===== src/verilog/serial_port_pkg.sv =====
// Purpose: shared constants, types and helpers of the block serial port
// Assumes: classic Wishbone slave with byte-wide registers in the low lane
// Notes: command bits are named by position inside each command byte
`default_nettype none

package serial_port_pkg;

  // register word offsets (byte addresses)
  localparam logic [7:0] ADDR_DATA = 8'h00; // fifo data
  localparam logic [7:0] ADDR_CMD1 = 8'h04; // write: command 1, read: status 1
  localparam logic [7:0] ADDR_CMD2 = 8'h08; // bit-rate divider setting n
  localparam logic [7:0] ADDR_CMD3 = 8'h0c; // block length setting m
  localparam logic [7:0] ADDR_CMD4 = 8'h10; // enables, wakeup, rts, fault clear
  localparam logic [7:0] ADDR_CMD5 = 8'h14; // own station address
  localparam logic [7:0] ADDR_CMD6 = 8'h18; // ports and interrupt polarity

  // command 1 fields
  localparam int C1_PRESCALE = 0; // 1: divide by 32, 0: divide by 2
  localparam int C1_PAR_EN = 1; // parity bit present
  localparam int C1_PAR_ODD = 2; // odd parity when set
  localparam int C1_CRC_EN = 3; // two check bytes per block
  localparam int C1_TWO_STOP = 4; // two stop bits when set
  // command 4 fields
  localparam int C4_TRANSMIT_ENABLE_BIT = 0; // transmit_enable_bit
  localparam int C4_RECEIVE_ENABLE_BIT = 1; // receive_enable_bit
  localparam int C4_WAKE = 2; // wakeup mode
  localparam int C4_RTS = 3; // request-to-send level
  localparam int C4_CLR = 4; // fault_clear_bit
  // command 6 fields
  localparam int C6_P0 = 0; // port_out_zero level
  localparam int C6_P1_MODE = 1; // 1: port one shows packet done
  localparam int C6_INT_HIGH = 2; // 1: interrupt active high, 0: active low
  localparam int C6_P1_LEVEL = 3; // port one level in general mode
  // status 1 fields
  localparam int S_PE = 0; // packet_end_flag
  localparam int S_BF = 1; // buffer_full_flag
  localparam int S_TXE = 2; // transmit fifo empty
  localparam int S_FE = 3; // framing error
  localparam int S_OVR = 4; // overrun
  localparam int S_PAR = 5; // parity error
  localparam int S_CRC = 6; // crc error
  localparam int S_TXBUSY = 7; // transmitter working

  localparam logic [7:0] CMD_RESET = 8'h00; // every command after reset

  // rate generation
  localparam int PRESCALE_FAST = 2;
  localparam int PRESCALE_SLOW = 32;
  localparam logic [4:0] PRE_FAST_LAST = 5'(PRESCALE_FAST - 1);
  localparam logic [4:0] PRE_SLOW_LAST = 5'(PRESCALE_SLOW - 1);
  localparam int OVERSAMPLE = 16;
  localparam logic [3:0] TICK_LAST = 4'(OVERSAMPLE - 1);
  localparam logic [3:0] TICK_MID = 4'(OVERSAMPLE / 2 - 1);

  // fifo and frame
  localparam logic [2:0] FIFO_DEPTH = 3'h4;
  localparam logic [3:0] DATA_BITS = 4'h8;
  localparam logic [15:0] CRC_INIT = 16'hffff;
  localparam logic [15:0] CRC_POLY = 16'h1021;
  localparam logic [1:0] CRC_BYTES = 2'h2;

  typedef enum logic {TX_IDLE, TX_SEND} tx_state_t;
  typedef enum logic [1:0] {RX_IDLE, RX_START, RX_BITS} rx_state_t;

  typedef struct packed {
    logic [3:0] len; // bits in frame, start and stops included
    logic [11:0] bits; // sent lsb first
  } frame_t;

  typedef struct packed {
    logic [7:0] data;
    logic wake;
    logic parErr;
    logic frameErr;
  } rx_char_t;

  // one byte of crc, msb first, no final inversion
  function automatic logic [15:0] crc_step(input logic [15:0] crc, input logic [7:0] data);
    logic [15:0] c;
    c = crc;
    for (int i = 7; i >= 0; i--) begin
      c = (c[15] ^ data[i]) ? ((c << 1) ^ CRC_POLY) : (c << 1);
    end
    return c;
  endfunction

  // parity over data and wake bit
  function automatic logic par_bit(input logic [7:0] data, input logic wake, input logic odd);
    return ^data ^ wake ^ odd;
  endfunction

  // builds one outgoing character, unused high bits stay at mark
  function automatic frame_t build_frame(input logic [7:0] data, input logic wakeOn,
      input logic wakeBit, input logic parOn, input logic parOdd, input logic twoStop);
    frame_t f;
    int p;
    f.bits = 12'hfff;
    f.bits[0] = 1'b0;
    f.bits[8:1] = data;
    p = 9;
    if (wakeOn) begin
      f.bits[p] = wakeBit;
      p++;
    end
    if (parOn) begin
      f.bits[p] = par_bit(data, wakeOn & wakeBit, parOdd);
      p++;
    end
    f.len = 4'(p + 1 + int'(twoStop));
    return f;
  endfunction

  // splits received bits (start excluded) into fields
  function automatic rx_char_t decode_frame(input logic [10:0] bits, input logic wakeOn,
      input logic parOn, input logic parOdd);
    rx_char_t r;
    int p;
    r.data = bits[7:0];
    p = 8;
    r.wake = 1'b0;
    if (wakeOn) begin
      r.wake = bits[p];
      p++;
    end
    r.parErr = 1'b0;
    if (parOn) begin
      r.parErr = bits[p] != par_bit(bits[7:0], r.wake, parOdd);
      p++;
    end
    r.frameErr = ~bits[p];
    return r;
  endfunction

endpackage

`default_nettype wire


===== src/verilog/block_fifo_async_serial_port.sv =====
// Purpose: block-oriented asynchronous serial port with 4-byte fifos
// Assumes: 25 MHz clock, classic Wishbone register access, async low reset
// Notes: offset 0x00 is the fifo data port, 0x04 is command/status
`timescale 1ns/1ps
`default_nettype none

module block_fifo_async_serial_port (
  input wire logic clock,
  input wire logic arst_n,
  input wire logic cyc_i,
  input wire logic stb_i,
  input wire logic we_i,
  input wire logic [7:0] adr_i,
  input wire logic [3:0] sel_i,
  input wire logic [31:0] dat_i,
  output logic [31:0] dat_o,
  output logic ack_o,
  input wire logic serialIn,
  output logic serialOut,
  input wire logic ctsN,
  output logic rtsOut,
  output logic intOut,
  output logic portOutZero,
  output logic portOutOnePacketDone
);

  // command registers, all cleared by reset
  logic [7:0] cmd1_q, cmd2_q, cmd3_q, cmd4_q, cmd5_q, cmd6_q;
  logic ack_q; // bus answer
  logic [7:0] rdData_q; // registered read byte
  // pin synchronisers, three stages each
  logic [2:0] rxSync_q, ctsSync_q;
  logic rxLine_q, ctsLine_q; // filtered pin levels
  // rate generator
  logic [4:0] preCnt_q;
  logic [7:0] divCnt_q;
  // transmit side
  logic [7:0] txMem [4]; // transmit fifo storage
  logic [1:0] txWr_q, txRd_q;
  logic [2:0] txCount_q;
  logic [5:0] txWrIdx_q; // byte of block being written
  logic txGroupDone_q; // group complete, waiting to go
  logic txRelease_q; // fifo draining into shifter
  logic [5:0] txIdx_q; // byte of block being sent
  logic [15:0] txCrc_q;
  logic [1:0] txCrcLeft_q; // check bytes still to send
  logic txLast_q; // frame in flight closes a block
  logic txDone_q; // packet transmission complete
  serial_port_pkg::tx_state_t txState_q;
  logic [11:0] txFrame_q;
  logic [3:0] txLeft_q, txPhase_q;
  logic serialOut_q;
  // receive side
  logic [7:0] rxMem [4]; // receive fifo storage
  logic [1:0] rxWr_q, rxRd_q;
  logic [2:0] rxCount_q;
  serial_port_pkg::rx_state_t rxState_q;
  logic [3:0] rxPhase_q, rxPos_q;
  logic [10:0] rxBits_q;
  logic rxDone_q; // one full character captured
  logic [5:0] rxIdx_q;
  logic [15:0] rxCrc_q;
  logic [1:0] rxCrcLeft_q;
  logic rxAwake_q; // addressed in wakeup mode
  logic peFlag_q, bfFlag_q, feFlag_q, ovrFlag_q, parFlag_q, crcFlag_q;
  logic intOut_q;

  // bus decode
  wire busReq = cyc_i & stb_i & ~ack_q; // one answer per request
  wire wrEn = busReq & we_i & sel_i[0];
  wire rdEn = busReq & ~we_i;
  wire hitData = adr_i == serial_port_pkg::ADDR_DATA; // data side of the port
  wire hitCmd1 = adr_i == serial_port_pkg::ADDR_CMD1; // command/status side
  wire hitCmd2 = adr_i == serial_port_pkg::ADDR_CMD2;
  wire hitCmd3 = adr_i == serial_port_pkg::ADDR_CMD3;
  wire hitCmd4 = adr_i == serial_port_pkg::ADDR_CMD4;
  wire hitCmd5 = adr_i == serial_port_pkg::ADDR_CMD5;
  wire hitCmd6 = adr_i == serial_port_pkg::ADDR_CMD6;

  // command fields
  wire parOn = cmd1_q[serial_port_pkg::C1_PAR_EN];
  wire parOdd = cmd1_q[serial_port_pkg::C1_PAR_ODD];
  wire crcOn = cmd1_q[serial_port_pkg::C1_CRC_EN] & ~parOn; // parity has priority
  wire twoStop = cmd1_q[serial_port_pkg::C1_TWO_STOP];
  wire [5:0] blockLast = cmd3_q[5:0]; // block is m+1 bytes
  wire txEnable = cmd4_q[serial_port_pkg::C4_TRANSMIT_ENABLE_BIT];
  wire rxEnable = cmd4_q[serial_port_pkg::C4_RECEIVE_ENABLE_BIT];
  wire wakeOn = cmd4_q[serial_port_pkg::C4_WAKE];
  wire faultClear = wrEn & hitCmd4 & dat_i[serial_port_pkg::C4_CLR];

  // rate: prescaler then n+1 divider, one pulse per sixteenth of a bit
  wire [4:0] preLast = cmd1_q[serial_port_pkg::C1_PRESCALE] ?
      serial_port_pkg::PRE_SLOW_LAST : serial_port_pkg::PRE_FAST_LAST;
  wire preTick = preCnt_q == preLast;
  wire tick16 = preTick & (divCnt_q == cmd2_q); // divide by n+1

  // transmit fifo decode
  wire txFull = txCount_q == serial_port_pkg::FIFO_DEPTH;
  wire txEmpty = txCount_q == 3'h0;
  // writes refused while a group waits or drains or the fifo is full; a group fills from empty
  wire txPush = wrEn & hitData & ~txRelease_q & ~txGroupDone_q & ~txFull;
  wire txBlockEndW = txWrIdx_q == blockLast;
  wire txGo = txGroupDone_q & txEnable & ~ctsLine_q; // start gate
  wire txIdle = txState_q == serial_port_pkg::TX_IDLE;
  wire txStartCrc = txIdle & (txCrcLeft_q != 2'h0);
  // once released the fifo drains whatever clear-to-send does
  wire txStartData = txIdle & ~txStartCrc & txRelease_q & ~txEmpty;
  wire txPop = txStartData;
  wire txBlockEndS = txIdx_q == blockLast;
  wire txFirst = txIdx_q == 6'h00; // ninth bit set only here
  wire [7:0] txByte = txStartCrc ?
      ((txCrcLeft_q == serial_port_pkg::CRC_BYTES) ? txCrc_q[15:8] : txCrc_q[7:0]) :
      txMem[txRd_q];
  wire [15:0] txCrcNext = serial_port_pkg::crc_step(txFirst ? serial_port_pkg::CRC_INIT :
      txCrc_q, txByte);
  wire serial_port_pkg::frame_t txNew = serial_port_pkg::build_frame(txByte, wakeOn,
      txStartData & txFirst, parOn, parOdd, twoStop);
  wire txBitEnd = (txState_q == serial_port_pkg::TX_SEND) & tick16 &
      (txPhase_q == serial_port_pkg::TICK_LAST);

  // receive decode
  wire [3:0] rxNeed = serial_port_pkg::DATA_BITS + {3'h0, wakeOn} + {3'h0, parOn} + 4'h1;
  wire serial_port_pkg::rx_char_t rxChar = serial_port_pkg::decode_frame(rxBits_q, wakeOn,
      parOn, parOdd);
  wire rxGo = rxDone_q & rxEnable;
  // unaddressed stations take only ninth-bit characters
  wire rxAccept = rxGo & (~wakeOn | rxChar.wake | rxAwake_q);
  wire rxCrcByte = rxAccept & (rxCrcLeft_q != 2'h0);
  wire rxDataByte = rxAccept & (rxCrcLeft_q == 2'h0);
  wire rxEmpty = rxCount_q == 3'h0;
  wire rxHold = peFlag_q | bfFlag_q | (rxCount_q == serial_port_pkg::FIFO_DEPTH);
  wire rxPush = rxDataByte & ~rxHold;
  wire rxOverrun = rxDataByte & rxHold; // byte is lost
  wire rxBlockEnd = rxPush & (rxIdx_q == blockLast);
  wire rxFullNow = rxPush & (rxCount_q == serial_port_pkg::FIFO_DEPTH - 3'h1);
  wire [15:0] rxCrcNext = serial_port_pkg::crc_step((rxDataByte & (rxIdx_q == 6'h00)) ?
      serial_port_pkg::CRC_INIT : rxCrc_q, rxChar.data);
  wire rxCrcBad = rxCrcByte & (rxCrcLeft_q == 2'h1) & (rxCrcNext != 16'h0000);
  // host may read only after packet end or buffer full
  wire rxPop = rdEn & hitData & (peFlag_q | bfFlag_q) & ~rxEmpty;
  wire rxDrained = rxPop & (rxCount_q == 3'h1);

  // status and interrupt
  logic [7:0] statusByte;
  always_comb begin
    statusByte = 8'h00;
    statusByte[serial_port_pkg::S_PE] = peFlag_q;
    statusByte[serial_port_pkg::S_BF] = bfFlag_q;
    statusByte[serial_port_pkg::S_TXE] = txEmpty;
    statusByte[serial_port_pkg::S_FE] = feFlag_q;
    statusByte[serial_port_pkg::S_OVR] = ovrFlag_q;
    statusByte[serial_port_pkg::S_PAR] = parFlag_q;
    statusByte[serial_port_pkg::S_CRC] = crcFlag_q;
    statusByte[serial_port_pkg::S_TXBUSY] = txRelease_q | ~txIdle;
  end
  wire intCause = peFlag_q | bfFlag_q | txEmpty;
  wire intLevel = cmd6_q[serial_port_pkg::C6_INT_HIGH] ? intCause : ~intCause;

  // read mux: unselected offsets answer zero, the bus side never floats
  wire [7:0] rdMux =
      hitData ? (rxPop ? rxMem[rxRd_q] : 8'h00) :
      hitCmd1 ? statusByte :
      hitCmd2 ? cmd2_q :
      hitCmd3 ? cmd3_q :
      hitCmd4 ? cmd4_q :
      hitCmd5 ? cmd5_q :
      hitCmd6 ? cmd6_q : 8'h00;

  // outputs
  assign ack_o = ack_q;
  assign dat_o = {24'h000000, rdData_q};
  assign serialOut = serialOut_q;
  assign rtsOut = cmd4_q[serial_port_pkg::C4_RTS];
  assign portOutZero = cmd6_q[serial_port_pkg::C6_P0];
  assign portOutOnePacketDone = cmd6_q[serial_port_pkg::C6_P1_MODE] ? txDone_q :
      cmd6_q[serial_port_pkg::C6_P1_LEVEL];
  assign intOut = intOut_q;

  // bus answer one cycle after the request, dropped the cycle after
  always_ff @(posedge clock or negedge arst_n) begin
    if (!arst_n) begin
      ack_q <= 1'b0;
      rdData_q <= 8'h00;
    end else begin
      ack_q <= busReq;
      if (rdEn) begin
        rdData_q <= rdMux;
      end
    end
  end

  // command writes; reset returns every setting to zero
  always_ff @(posedge clock or negedge arst_n) begin
    if (!arst_n) begin
      cmd1_q <= serial_port_pkg::CMD_RESET;
      cmd2_q <= serial_port_pkg::CMD_RESET;
      cmd3_q <= serial_port_pkg::CMD_RESET;
      cmd4_q <= serial_port_pkg::CMD_RESET;
      cmd5_q <= serial_port_pkg::CMD_RESET;
      cmd6_q <= serial_port_pkg::CMD_RESET;
    end else if (wrEn) begin
      if (hitCmd1) cmd1_q <= dat_i[7:0];
      if (hitCmd2) cmd2_q <= dat_i[7:0];
      if (hitCmd3) cmd3_q <= dat_i[7:0];
      if (hitCmd4) cmd4_q <= dat_i[7:0];
      if (hitCmd5) cmd5_q <= dat_i[7:0];
      if (hitCmd6) cmd6_q <= dat_i[7:0];
    end
  end

  // pin synchronisers; a change counts once stages two and three agree
  always_ff @(posedge clock or negedge arst_n) begin
    if (!arst_n) begin
      rxSync_q <= 3'h7;
      ctsSync_q <= 3'h7;
      rxLine_q <= 1'b1;
      ctsLine_q <= 1'b1;
    end else begin
      rxSync_q <= {rxSync_q[1:0], serialIn};
      ctsSync_q <= {ctsSync_q[1:0], ctsN};
      if (rxSync_q[1] == rxSync_q[2]) rxLine_q <= rxSync_q[2];
      if (ctsSync_q[1] == ctsSync_q[2]) ctsLine_q <= ctsSync_q[2];
    end
  end

  // rate generator
  always_ff @(posedge clock or negedge arst_n) begin
    if (!arst_n) begin
      preCnt_q <= 5'h00;
      divCnt_q <= 8'h00;
    end else begin
      preCnt_q <= preTick ? 5'h00 : preCnt_q + 5'h01;
      if (preTick) divCnt_q <= (divCnt_q == cmd2_q) ? 8'h00 : divCnt_q + 8'h01;
    end
  end

  // transmit fifo; a group is released only when complete
  always_ff @(posedge clock or negedge arst_n) begin
    if (!arst_n) begin
      txWr_q <= 2'h0;
      txRd_q <= 2'h0;
      txCount_q <= 3'h0;
      txWrIdx_q <= 6'h00;
      txGroupDone_q <= 1'b0;
      txRelease_q <= 1'b0;
    end else begin
      if (txPush) begin
        txMem[txWr_q] <= dat_i[7:0];
        txWr_q <= txWr_q + 2'h1;
        txWrIdx_q <= txBlockEndW ? 6'h00 : txWrIdx_q + 6'h01;
        // end of any block or four bytes of a long one
        txGroupDone_q <= txBlockEndW | (txCount_q == serial_port_pkg::FIFO_DEPTH - 3'h1);
      end else if (txGo) begin
        txGroupDone_q <= 1'b0;
        txRelease_q <= 1'b1;
      end
      if (txPop) begin
        txRd_q <= txRd_q + 2'h1;
        if (txCount_q == 3'h1) txRelease_q <= 1'b0;
      end
      txCount_q <= txCount_q + {2'h0, txPush} - {2'h0, txPop};
    end
  end

  // transmit block bookkeeping: position, check bytes, completion
  always_ff @(posedge clock or negedge arst_n) begin
    if (!arst_n) begin
      txIdx_q <= 6'h00;
      txCrc_q <= serial_port_pkg::CRC_INIT;
      txCrcLeft_q <= 2'h0;
      txLast_q <= 1'b0;
      txDone_q <= 1'b0;
    end else begin
      if (txStartData) begin
        txIdx_q <= txBlockEndS ? 6'h00 : txIdx_q + 6'h01;
        txCrc_q <= txCrcNext;
        if (txBlockEndS & crcOn) txCrcLeft_q <= serial_port_pkg::CRC_BYTES;
        txLast_q <= txBlockEndS & ~crcOn;
        if (txFirst) txDone_q <= 1'b0;
      end else if (txStartCrc) begin
        txCrcLeft_q <= txCrcLeft_q - 2'h1;
        txLast_q <= txCrcLeft_q == 2'h1;
      end
      if (txBitEnd & (txLeft_q == 4'h1) & txLast_q) txDone_q <= 1'b1;
    end
  end

  // transmit shifter, one bit per sixteen rate pulses
  always_ff @(posedge clock or negedge arst_n) begin
    if (!arst_n) begin
      txState_q <= serial_port_pkg::TX_IDLE;
      txFrame_q <= 12'hfff;
      txLeft_q <= 4'h0;
      txPhase_q <= 4'h0;
      serialOut_q <= 1'b1; // mark after reset
    end else begin
      unique case (txState_q)
        serial_port_pkg::TX_IDLE: begin
          serialOut_q <= 1'b1; // mark between characters
          if (txStartData | txStartCrc) begin
            txFrame_q <= txNew.bits;
            txLeft_q <= txNew.len;
            txPhase_q <= 4'h0;
            serialOut_q <= txNew.bits[0];
            txState_q <= serial_port_pkg::TX_SEND;
          end
        end
        serial_port_pkg::TX_SEND: begin
          if (tick16) txPhase_q <= txPhase_q + 4'h1;
          if (txBitEnd) begin
            if (txLeft_q == 4'h1) begin
              serialOut_q <= 1'b1;
              txState_q <= serial_port_pkg::TX_IDLE;
            end else begin
              txFrame_q <= {1'b1, txFrame_q[11:1]};
              serialOut_q <= txFrame_q[1];
              txLeft_q <= txLeft_q - 4'h1;
            end
          end
        end
      endcase
    end
  end

  // receive sampler: start checked at mid bit, then every bit centre
  always_ff @(posedge clock or negedge arst_n) begin
    if (!arst_n) begin
      rxState_q <= serial_port_pkg::RX_IDLE;
      rxPhase_q <= 4'h0;
      rxPos_q <= 4'h0;
      rxBits_q <= 11'h000;
      rxDone_q <= 1'b0;
    end else begin
      rxDone_q <= 1'b0;
      unique case (rxState_q)
        serial_port_pkg::RX_IDLE: begin
          rxPhase_q <= 4'h0;
          if (rxEnable & ~rxLine_q) rxState_q <= serial_port_pkg::RX_START;
        end
        serial_port_pkg::RX_START: begin
          if (tick16) begin
            rxPhase_q <= rxPhase_q + 4'h1;
            if (rxPhase_q == serial_port_pkg::TICK_MID) begin
              rxPhase_q <= 4'h0;
              rxPos_q <= 4'h0;
              rxState_q <= rxLine_q ? serial_port_pkg::RX_IDLE :
                  serial_port_pkg::RX_BITS; // glitch rejected
            end
          end
        end
        serial_port_pkg::RX_BITS: begin
          if (tick16) begin
            rxPhase_q <= rxPhase_q + 4'h1;
            if (rxPhase_q == serial_port_pkg::TICK_LAST) begin
              rxBits_q[rxPos_q] <= rxLine_q; // centre sample
              rxPos_q <= rxPos_q + 4'h1;
              if (rxPos_q == rxNeed - 4'h1) begin
                rxDone_q <= 1'b1;
                rxState_q <= serial_port_pkg::RX_IDLE;
              end
            end
          end
        end
        default: rxState_q <= serial_port_pkg::RX_IDLE;
      endcase
    end
  end

  // receive fifo and block position
  always_ff @(posedge clock or negedge arst_n) begin
    if (!arst_n) begin
      rxWr_q <= 2'h0;
      rxRd_q <= 2'h0;
      rxCount_q <= 3'h0;
      rxIdx_q <= 6'h00;
      rxCrc_q <= serial_port_pkg::CRC_INIT;
      rxCrcLeft_q <= 2'h0;
      rxAwake_q <= 1'b0;
    end else begin
      if (rxPush) begin
        rxMem[rxWr_q] <= rxChar.data; // bad bytes stored too
        rxWr_q <= rxWr_q + 2'h1;
        rxIdx_q <= rxBlockEnd ? 6'h00 : rxIdx_q + 6'h01;
        if (rxBlockEnd & crcOn) rxCrcLeft_q <= serial_port_pkg::CRC_BYTES;
      end
      if (rxPush | rxCrcByte) rxCrc_q <= rxCrcNext;
      if (rxCrcByte) rxCrcLeft_q <= rxCrcLeft_q - 2'h1;
      if (rxGo & wakeOn & rxChar.wake) rxAwake_q <= rxChar.data == cmd5_q;
      if (rxPop) rxRd_q <= rxRd_q + 2'h1;
      rxCount_q <= rxCount_q + {2'h0, rxPush} - {2'h0, rxPop};
    end
  end

  // sticky flags: a setting event wins over a clear in the same cycle
  always_ff @(posedge clock or negedge arst_n) begin
    if (!arst_n) begin
      peFlag_q <= 1'b0;
      bfFlag_q <= 1'b0;
      feFlag_q <= 1'b0;
      ovrFlag_q <= 1'b0;
      parFlag_q <= 1'b0;
      crcFlag_q <= 1'b0;
      intOut_q <= 1'b1;
    end else begin
      peFlag_q <= (peFlag_q & ~rxDrained) | rxBlockEnd;
      bfFlag_q <= (bfFlag_q & ~rxDrained) | rxFullNow;
      feFlag_q <= (feFlag_q & ~faultClear) | (rxPush & rxChar.frameErr);
      ovrFlag_q <= (ovrFlag_q & ~faultClear) | rxOverrun;
      parFlag_q <= (parFlag_q & ~faultClear) | (rxPush & rxChar.parErr);
      crcFlag_q <= (crcFlag_q & ~faultClear) | rxCrcBad;
      intOut_q <= intLevel;
    end
  end

endmodule // block_fifo_async_serial_port

`default_nettype wire


===== config.mk =====
export PLATFORM = sky130hd
export DESIGN_NAME = block_fifo_async_serial_port
export DESIGN_NICKNAME = d
export VERILOG_FILES = /design/src/verilog/serial_port_pkg.sv /design/src/verilog/block_fifo_async_serial_port.sv
export SDC_FILE = /design/constraint.sdc
export NUM_CORES = 1
export LEC_CHECK = 0
export ABC_AREA = 1
export ABC_CLOCK_PERIOD_IN_PS = 2600
export BUFFER_PORTS_ARGS = -buffer_cell sky130_fd_sc_hd__buf_2
export CORE_MARGIN = 2
export CORE_UTILIZATION = 48
export DETAILED_ROUTE_END_ITERATION = 7
export HOLD_SLACK_MARGIN = 0.02
export PLACE_DENSITY = 0.68
export SYNTH_ARGS = -nofsm -noshare
export SYNTH_HDL_FRONTEND = slang
export SYNTH_SLANG_ARGS = --single-unit
export TNS_END_PERCENT = 30

===== constraint.sdc =====
create_clock -name clock -period 2.6 [get_ports clock]
set_clock_uncertainty 0.05 [all_clocks]
set_input_delay 0.52 -clock clock [delete_from_list [all_inputs] [get_ports clock]]
set_output_delay 0.52 -clock clock [all_outputs]
set_load 0.01 [all_outputs]

# --- Word-level counts from Yosys, hierarchy flattened ---
# Memories as Yosys holds them, arrays and structs flattened.
# Index checks and enable logic that the tools add are counted.
word_totals:
  register_bits: 199
  ram_bits: 64
  input_bits: 51
  mem_count: 2
op_classes:
  add_sub_neg: 27
  magnitude_cmp: 6
  eq_ne: 42
  mux: 117
  n_bitwise: 124
  n_reduce_logical: 39
memory_table:
  columns: ["memory", "words", "word_bits", "read_ports", "rd_ports_with_merged_regs", "write_ports", "line_no", "source"]
  rows:
  - ["rxMem", 4, 8, 1, 0, 1, "block_fifo_async_serial_port.sv:54", "logic [7:0] rxMem [4];"]
  - ["txMem", 4, 8, 1, 0, 1, "block_fifo_async_serial_port.sv:38", "logic [7:0] txMem [4];"]
op_table:
  columns: ["op", "count"]
  rows:
  - ["two-way mux 13 bit", 16]
  - ["less-than comparator 32 x 6 -> 1 bit (second input constant)", 3]
  - ["two-way mux 8 bit", 11]
  - ["AND 1 bit", 54]
  - ["two-way mux 4 bit", 13]
  - ["two-way mux 12 bit", 4]
  - ["inverter 3 bit", 16]
  - ["two-way mux 1 bit", 37]
  - ["adder 32 x 2 -> 32 bit (second input constant)", 1]
  - [">= comparator 32 x 1 -> 1 bit (second input constant)", 1]
  - ["two-way mux 16 bit", 2]
  - ["two-way mux 32 bit", 1]
  - ["two-way mux 2 bit", 14]
  - ["== test 8 x 5 -> 1 bit (second input constant)", 3]
  - ["one-hot mux 12 bit (2 select lines)", 1]
  - ["one-hot mux 4 bit (2 select lines)", 3]
  - ["adder 4 x 1 -> 4 bit (second input constant)", 5]
  - ["AND reduction 2 bit", 10]
  - ["bitwise XOR 1 bit", 20]
  - ["inverter 1 bit", 19]
  - ["adder 6 x 1 -> 6 bit (second input constant)", 3]
  - ["== test 6 bit", 3]
  - ["two-way mux 6 bit", 3]
  - ["nonzero test 2 bit", 9]
  - ["50 further kinds", 103]

# --- Depth between registers and ports, before layout ---
# Gate-level depths: netlist of the first run.
depth:
  word_depth: 26
  ltp_mapped: 20
  ltp_nobuf: 19

# --- Least setup slack after synthesis of the first run ---
# No wires, ideal clock.
synth_timing:
  path_kind: "input to register"
  start: "in adr_i[1]"
  end: "reg txCount_q[2]"
  setup_ps: 122
  t_arrival_ps: 2479
  t_required_ps: 2428
  slack_ps: -51
  stages: 13
  n_path_buf: 0
  cell_sequence: "nor2_1 > inv_1 > nor2_2 > nand2_1 > nor2_1 > inv_2 > nor3_4 > inv_2 > ha_1 > inv_1 > ha_1 > fa_1 > xnor2_1"
synth_via:
  elab_chain_len: 7
synth_lines:
  columns: ["element", "line_no", "source"]
  rows:
  - ["start: declaration", "block_fifo_async_serial_port.sv:13", "input wire logic [7:0] adr_i,"]
  - ["logical NOT 8 bit", "block_fifo_async_serial_port.sv:72", "wire hitData = adr_i == serial_port_pkg::ADDR_DATA;"]
  - ["AND 1 bit (4 in a row)", "block_fifo_async_serial_port.sv:101", "wire txPush = wrEn & hitData & ~txRelease_q & ~txGroupDone_q & ~txFull;"]
  - ["adder 3 x 1 -> 3 bit", "block_fifo_async_serial_port.sv:261", "txCount_q <= txCount_q + {2'h0, txPush} - {2'h0, txPop};"]
  - ["subtractor 3 x 1 -> 3 bit", "block_fifo_async_serial_port.sv:261", null]
  - ["end signal: assignment", "block_fifo_async_serial_port.sv:261", null]
  - ["end: declaration", "block_fifo_async_serial_port.sv:40", "logic [2:0] txCount_q;"]
# No other way between the ends.
# A chain may end at the register's enable or synchronous reset.

# --- Worst setup path after layout of the first run ---
layout_timing:
  start: "reg txCrcLeft_q[0]"
  end: "reg txCrc_q[12]"
layout_via:
  elab_chain_len: 13
  word_cells_on_any_way: 21
  cone_classes: "1 x eq/ne; 10 x mux; 9 x bitwise; 1 x reduce/logical"
layout_lines:
  columns: ["element", "line_no", "source"]
  rows:
  - ["start: declaration", "block_fifo_async_serial_port.sv:46", "logic [1:0] txCrcLeft_q;"]
  - ["start signal: assignment", "block_fifo_async_serial_port.sv:277", "if (txBlockEndS & crcOn) txCrcLeft_q <= serial_port_pkg::CRC_BYTES;"]
  - ["start signal: assignment", "block_fifo_async_serial_port.sv:281", "txCrcLeft_q <= txCrcLeft_q - 2'h1;"]
  - ["== test 2 bit / nonzero test 2 bit (equally long branches)", "block_fifo_async_serial_port.sv:112, block_fifo_async_serial_port.sv:105", null]
  - ["two-way mux 8 bit / AND 1 bit (equally long branches)", "block_fifo_async_serial_port.sv:112, block_fifo_async_serial_port.sv:105", null]
  - ["two-way mux 8 bit", "block_fifo_async_serial_port.sv:111", "wire [7:0] txByte = txStartCrc ?"]
  - ["bitwise XOR 1 bit", "serial_port_pkg.sv:82", "c = (c[15] ^ data[i]) ? ((c << 1) ^ CRC_POLY) : (c << 1);"]
  - ["two-way mux 13 bit (7 in a row)", "serial_port_pkg.sv:82", null]
  - ["inverter 3 bit (no source line)", null, null]
  - ["two-way mux 13 bit", "serial_port_pkg.sv:82", null]
  - ["end signal: assignment", "block_fifo_async_serial_port.sv:269", "txCrc_q <= serial_port_pkg::CRC_INIT;"]
  - ["end signal: assignment", "block_fifo_async_serial_port.sv:276", "txCrc_q <= txCrcNext;"]
  - ["end: declaration", "block_fifo_async_serial_port.sv:45", "logic [15:0] txCrc_q;"]
# Parallel ways exist; a longest one is shown, timed or not.

==> results of run 1 <==
## registers in the layout, summed over array words and instances, names as in the netlist, 8 cells and up
name and flops:
txCrc_q 16, rxMem 32, cmd3_q 8, cmd5_q 8, rdData_q 8, cmd4_q 8, rxCrc_q 16, cmd6_q 8
txMem 32, cmd2_q 8, rxBits_q 11, divCnt_q 8, txFrame_q 10
## power groups by stage
stage	Combinational, W	Sequential [W]	Clock (W)
floorplan	0.000950	0.00469	0
global placement	0.00125	0.00472	0
detailed placement	0.00130	0.00473	0
CTS	0.00131	0.00466	0.00466
global route	0.00152	0.00469	0.00481
finish	0.00132	0.00466	0.00459
## cells in the final DEF (no fill, tap or decap), drive strengths merged, types with 9 or more instances in the layout
cell    instances
nand2         412
inv           212
nor2          168
o21ai         155
dfrtp         145
buf           105
nand3          93
edfxtp         64
dfstp          52
xor2           49
clkbuf         43
a21oi          39
ha             38
xnor2          25
conb           24
nor3           18
a31oi          15
o22ai          12
nand4          11
nor4           10
o211ai          9
## path summary, 6_finish.rpt
kind,slack (ps),endpoint,startpoint
min in group clock,150,ack_o$_DFF_PN0_,stb_i
min reg2reg,310,rxSync_q[1]$_DFF_PN1_,rxSync_q[0]$_DFF_PN1_
max in group asynchronous,1910,feFlag_q$_DFF_PN0_,arst_n
min,90,txDone_q$_DFFE_PN0P_,arst_n
max reg2reg,210,txCrc_q[12]$_DFFE_PN1P_,txCrcLeft_q[0]$_DFFE_PN0P_
max,210,txCrc_q[12]$_DFFE_PN1P_,txCrcLeft_q[0]$_DFFE_PN0P_
## critical path: cells and delay by family, from the launching register on
kind | cells | cell delay, ps
buffers and inverters | 3 | 460
adder cells (fa/ha/maj) | 1 | 230
XOR/XNOR | 3 | 720
AND/OR/NAND/NOR | 2 | 260
flip-flops | 1 | 360
AO/OA/AOI/OAI | 2 | 220
## metrics by stage
stage	cells	setup slack (ps)	setup TNS (ps)	hold slack (ps)
2_1_floorplan	1657	9.76	0	174
3_3_place_gp	2081	-162	-563	301
3_5_place_dp	2081	-244	-853	302
4_1_cts	2137	71.6	0	78.5
5_1_grt	2140	-8.65	-8.65	100
6_report	2140	214	0	86.2
## area by class of cell
type / instances / area [µm²] / share of cell area (%)
flip-flops and latches: 261 / 6920 / 43.3
clock inverters: 12 / 220 / 1.38
multi-input cells: 1121 / 5910 / 37.0
repair buffers: 108 / 769 / 4.82
well taps: 384 / 480 / 3.01
inverters: 212 / 803 / 5.03
clock buffers: 42 / 866 / 5.42
## logic make-up after synthesis
| kind of cell | share of synthesized area [%] |
|---|---|
| and+or+nand+nor | 22.4 |
| DFF | 49.8 |
| other | 0.0270 |
| buffers and inverters | 8.60 |
| xor gates and xnor gates | 5.21 |
| adders and majority gates | 4.00 |
| AOI/OAI and AO/OA | 9.94 |
## timing repair
item | in CTS | in global routing
buffers inserted | 0 | 3
endpoints found under the hold margin | 2 | 0
resized for setup | 0 | 13
hold buffers | 2 | 0
endpoints found under the setup margin | 0 | 17
## metal layers
metal / vias up / wire (µm) / GRT usage [%]
met5: - / 0 / 0
met4: 0 / 1470 / 9.10
met3: 74 / 1370 / 2.93
met2: 241 / 15300 / 36.1
met1: 5195 / 14300 / 28.5
li1: 5435 / - / -
==> run summary, run 1 <==
- completed — outcome
- 44.1% — power share of the sequential group
- 49.8% — part of the Yosys area used for sequential elements
- 62 — number of core rows
- 0 — number of setup violations in the final report
- 57 — Yosys cell types
- 560 ps — clock network latency to the later pin of the worst-skew pair
- 7.46 nW — standby leakage power
- 60 ps — Reg clk slew, reported paths
- sky130_fd_sc_hd__dfrtp_1 — cell with the largest stage delay on the worst path
- 14.9% — proportion of layout cells with a drive suffix above 1
- 0.0148 mm² — cell area reported after detailed placement
- 776 — violation count after the first detailed-route iteration
- 89 — top-level I/O count
- 261 — number of synthesized register bits
- sky130_fd_sc_hd__dfrtp_1 — biggest area consumer among synthesized cells
- 2810 ps — endpoint arrival time on the critical path
- 5.11 — detailed-route vias per instance
- 419 MHz — f_max
- 665 ps — Tightest Pin Transition
- 1 — H-tree depth
- 261 — sink count of the clock tree
- 0 — number of antenna violations at the first check in global routing
- 0.0160 mm² — post-route cell area
- 174 µm — Die X-Extent
- 2549 — number of filler cells placed in the layout
- 15.2 µm — Routed WL per cell
- register — nature of the critical path endpoint
- 21.6% — overall fraction of global-route tracks in use
- register — element type at the critical path start
- 0 — max-slew violation total from the final report
- in2async — path class of the lowest-slack min-delay path
- 662 mW/mm² — power per unit of standard cell area
- 3 — deepest clock path buffer count
- 0.00271 W — Switching Power
- 10500 — vias in the first global route
- 0.0139 mm² — mapped cell area
- 1634 — post-synthesis instance total
- 0.0106 W — total power draw
- 32500 µm — final wirelength
- 23500 µm — Detail Placement HPWL
- 360 ps — delay of the slowest cell on the worst path
- 8.50 µm² — per-instance average area after synthesis
- 43.4% — Clk pwr share
- 0 — maxcap violations
- 0 — count of synthesis-stage warnings from yosys
- inv_1 > ha_1 > buf_4 > nor2_8 > buf_4 > o21ai_0 > nand2_1 > xor2_2 > xor2_2 > xor2_1 > o21ai_0 — Cell Chain, Critical Path
- 0 — Detail Route Antenna Nets
- 0 — remaining design rule violation count
- 55.7% — relative max-transition margin
- 48.5% — effective utilization at floorplan
- 3020 ps — Data required, critical path
- 174 µm — die boundary height
- 25.7% — switching share of power
- 5 — First-pass DRT Iterations
- 75.5% — asr flop ratio synth
- 0.957 — last weighted congestion value of the routability-driven placer
- 2390 ps — post-layout min period
- sky130_fd_sc_hd__dfrtp_1 — dominant register cell in the synthesized netlist
- 37 — count of input and output buffers
- 15.0% — layout-stage area growth over the synthesis result
- sky130_fd_sc_hd__clkbuf_16 — root buffer cell
- 120 — pin count of the biggest net entering global routing
- 26.1% — portion of synthesized cell area occupied by the leading cell type
- 29 — number of buffers inserted during clock tree synthesis
- 14 — biggest fanout along the worst timing path
- 53200 µm — first-pass GRT wire length
- sky130_fd_sc_hd__dfrtp_1 (26%), sky130_fd_sc_hd__edfxtp_1 (14%), sky130_fd_sc_hd__nand2_1 (11%) — largest cells by area after synthesis
- 0 — GRT Residual Overflow
- reg2reg — category of the most critical setup path
- sky130_fd_sc_hd__nand2_1 (408), sky130_fd_sc_hd__inv_1 (203), sky130_fd_sc_hd__nor2_1 (160) — leading cell types by count after synthesis
- 0.0286 mm² — core region area
- 0.0303 mm² — total die area
- 10900 — total number of vias
- yes — CTS tree
- 12.5% — share of power burned in combinational logic
- 0 — Hold Vio Cnt, Final
- 11 — length in cells of the worst reg-to-reg path
- sky130_fd_sc_hd__nand2_1 — count leader, synth
- 0.000583 V — largest voltage drop on the vdd net
- 0 — diode insertion count for antenna repair
- 91.8% — final cycle utilization of the critical path
- 64 — number of enable flip-flop cells after synthesis
- 0.00786 W — cell internal pwr
- 55.8% — utilization after layout
- 1825 — Final #Nets
Note: power is estimated with default switching activity, not from simulation.
==> run 2: changes to the inputs <==
==> constraint.sdc (replaced) <==
create_clock -name clock -period 2.6 [get_ports clock]
set_clock_uncertainty 0.05 [all_clocks]
set_input_delay 0.65 -clock clock [delete_from_list [all_inputs] [get_ports clock]]
set_output_delay 0.65 -clock clock [all_outputs]
set_load 0.01 [all_outputs]
==> run summary, run 2 (synthesized netlist as in run 1, its figures left out) <==
- completed — outcome
- 55.8% — utilization after layout, about the same
- rxMem: 32 flops, txMem: 32 flops — Largest regs
- 41.6% — Clk pwr share, -1.8 points
- 10500 — vias in the first global route, +0.30%
- 0.000524 V — largest voltage drop on the vdd net, -10%
- in2reg — path class of the lowest-slack min-delay path
- 4 — biggest fanout along the worst timing path, -10
- 261 — sink count of the clock tree, unchanged
- 1833 — Final #Nets, +0.44%
- 1 — H-tree depth, unchanged
- 2390 ps — post-layout min period, +8.28 ps
- 0 — remaining design rule violation count, unchanged
- crcFlag_q$_DFF_PN0_ — endpoint of the lowest-slack register-to-register path
- 0 — number of antenna violations at the first check in global routing, unchanged
- sky130_fd_sc_hd__dfrtp_1 — cell with the largest stage delay on the worst path
- 62 — number of core rows, unchanged
- 7.47 nW — standby leakage power, +0.12%
- 52.5% — relative max-transition margin, -3.1 points
- 45.6% — power share of the sequential group, +1.5 points
- 60 ps — Reg clk slew, reported paths, about the same
- 0 — max-slew violation total from the final report, unchanged
- 30 — number of buffers inserted during clock tree synthesis, +3.4%
- 14.9% — layout-stage area growth over the synthesis result, about the same
- 206 ps — post-layout worst setup margin, -8.28 ps
- 1200 µm — Met3 Wirelength, -13%
- yes — CTS tree
- 130 — pin count of the biggest net entering global routing, +8.3%
- 0.00273 W — Switching Power, +0.47%
- 137 ps — worst hold-check slack, +50.7 ps
- 14300 µm — routed length on met1, -0.43%
- rxIdx_q[1]$_DFFE_PN0P_ — start of the worst register-to-register path
- 0 — Detail Route Antenna Nets, unchanged
- sky130_fd_sc_hd__nand2_1 (407), sky130_fd_sc_hd__inv_1 (200), sky130_fd_sc_hd__nor2_1 (157) — commonest cells after routing, fill and taps aside
- sky130_fd_sc_hd__nand2_1 — most common cell after layout, fill and taps aside
- 26.7% — switching share of power, +1.0 points
- 89 — top-level I/O count, unchanged
- 5.12 — detailed-route vias per instance, about the same
- 0.967 — last weighted congestion value of the routability-driven placer, +1.0%
- met4 — highest layer used for signal routing
- 0 — maxcap violations, unchanged
- crcFlag_q$_DFF_PN0_ — destination of the critical timing path
- 15.0 µm — Routed WL per cell, -1.2%
- -345 ps — Setup WS pre-CTS, -101 ps
- 5 — First-pass DRT Iterations, unchanged
- 48.5% — effective utilization at floorplan, unchanged
- 12.8% — share of power burned in combinational logic, +0.3 points
- 400 ps — delay of the slowest cell on the worst path, +40 ps
- 16 — length in cells of the worst reg-to-reg path, +5
- 570 ps — clock network latency to the later pin of the worst-skew pair, about the same
- 32200 µm — final wirelength, -0.76%
- 3 — deepest clock path buffer count, unchanged
- 92.1% — final cycle utilization of the critical path, +0.32 points
- 0.0303 mm² — total die area, unchanged
- 21.6% — overall fraction of global-route tracks in use, -0.057 points
- 0 ps — TNS Setup, unchanged
- 712 ps — Tightest Pin Transition, +46.7 ps
- 37 — count of input and output buffers, unchanged
- 11000 — total number of vias, +0.46%
- 0 — Hold Vio Cnt, Final, unchanged
- 0 — GRT Residual Overflow, unchanged
- rxIdx_q[1]$_DFFE_PN0P_ — CP Launch Point
- register — element type at the critical path start
- true — RSZ-0062 raised after global routing
- 640 mW/mm² — power per unit of standard cell area, -3.3%
- 53200 µm — first-pass GRT wire length, about the same
- 15600 µm — sum of met2 wire segment lengths after detailed routing, +2.1%
- 210 ps — setup slack, reg-to-reg, about the same
- 841 — violation count after the first detailed-route iteration, +8.4%
- 23600 µm — Detail Placement HPWL, +0.33%
- register — nature of the critical path endpoint
- 0.0286 mm² — core region area, unchanged
- 174 µm — die boundary height, unchanged
- 15.2% — proportion of layout cells with a drive suffix above 1, +0.32 points
- ctsN — startpoint of the most critical hold path
- 3010 ps — Data required, critical path, about the same
- 174 µm — Die X-Extent, unchanged
- reg2reg — category of the most critical setup path
- sky130_fd_sc_hd__clkbuf_16 — root buffer cell
- 0 — number of setup violations in the final report, unchanged
- sky130_fd_sc_hd__nand2_1 — Most common cell on crit path
- 0.00749 W — cell internal pwr, -4.6%
- inv_1 > ha_1 > nand4_1 > buf_4 > nor2_2 > buf_4 > nor2_1 > nand3b_1 > nand2_1 > nand2_1 > nor2_1 > nand3_1 > nor2_1 > nand3_1 > nand2_1 > nand2_1 — Cell Chain, Critical Path
- 0 — diode insertion count for antenna repair, unchanged
- 0 — Hold-fix buffers, CTS, -2
- 418 MHz — f_max, -0.35%
- 2810 ps — endpoint arrival time on the critical path, about the same
## run 2: cell count changes in the layout (fill, tap and decap cells not counted), sizes merged
cell / previous run / this run
clkinvlp: 1 / 2
clkinv: 5 / 12
clkbuf: 43 / 40
buf: 105 / 114
bufinv: 6 / 3
dlygate4sd3: 2 / 0
## run 2: critical path: cells and delay by family (launching register included)
family | cells | cell delay, ps
AND/OR/NAND/NOR | 12 | 1230
buffers and inverters | 3 | 480
flip-flops | 1 | 400
adder cells (fa/ha/maj) | 1 | 150
## run 2: power by group through the flow
stage	logic (W)	clock network (W)	registers, W
final	0.00131	0.00425	0.00466
after global routing	0.00153	0.00449	0.00469
after CTS	0.00132	0.00434	0.00466
after detailed placement	0.00132	0	0.00473
after global placement	0.00127	0	0.00471
after floorplan	0.000952	0	0.00469
## run 2: area by class of cell
class | instances | area, µm²
well taps | 384 | 480
repair buffers | 115 | 817
fillers | 2533 | 12700
flip-flops and latches | 261 | 6920
inverters | 212 | 801
clock buffers | 39 | 825
clock inverters | 17 | 184
multi-input cells | 1121 | 5940
## run 2: worst min-delay path by stage
stage / to / slack [ps] / depth (start not counted)
after floorplan: ack_o$_DFF_PN0_ / 300 / 0
after detailed placement: ctsSync_q[1]$_DFF_PN1_ / 300 / 0
after CTS: rxSync_q[0]$_DFF_PN1_ / 120 / 1
after global placement: ctsSync_q[1]$_DFF_PN1_ / 300 / 0
final: ctsSync_q[0]$_DFF_PN1_ / 140 / 1
after global routing: rxSync_q[0]$_DFF_PN1_ / 120 / 1
## run 2: repair_timing
action	CTS	global route
buffers inserted	0	1
gates resized for setup	0	4
setup endpoints to repair	0	4
## run 2: metal layers
layer  up-vias  track usage, %
met2       237            36.7
met3        68            2.49
met1      5236            28.7
li1       5454               -
met4         0            7.63
met5         -               0
## run 2: stage by stage
step	cell area, µm²	power [W]	cells
after CTS	15900	0.0103	2148
after floorplan	14000	0.00564	1657
after global routing	16000	0.0107	2149
final	16000	0.0102	2149
after global placement	14900	0.00598	2092
after detailed placement	14900	0.00604	2092
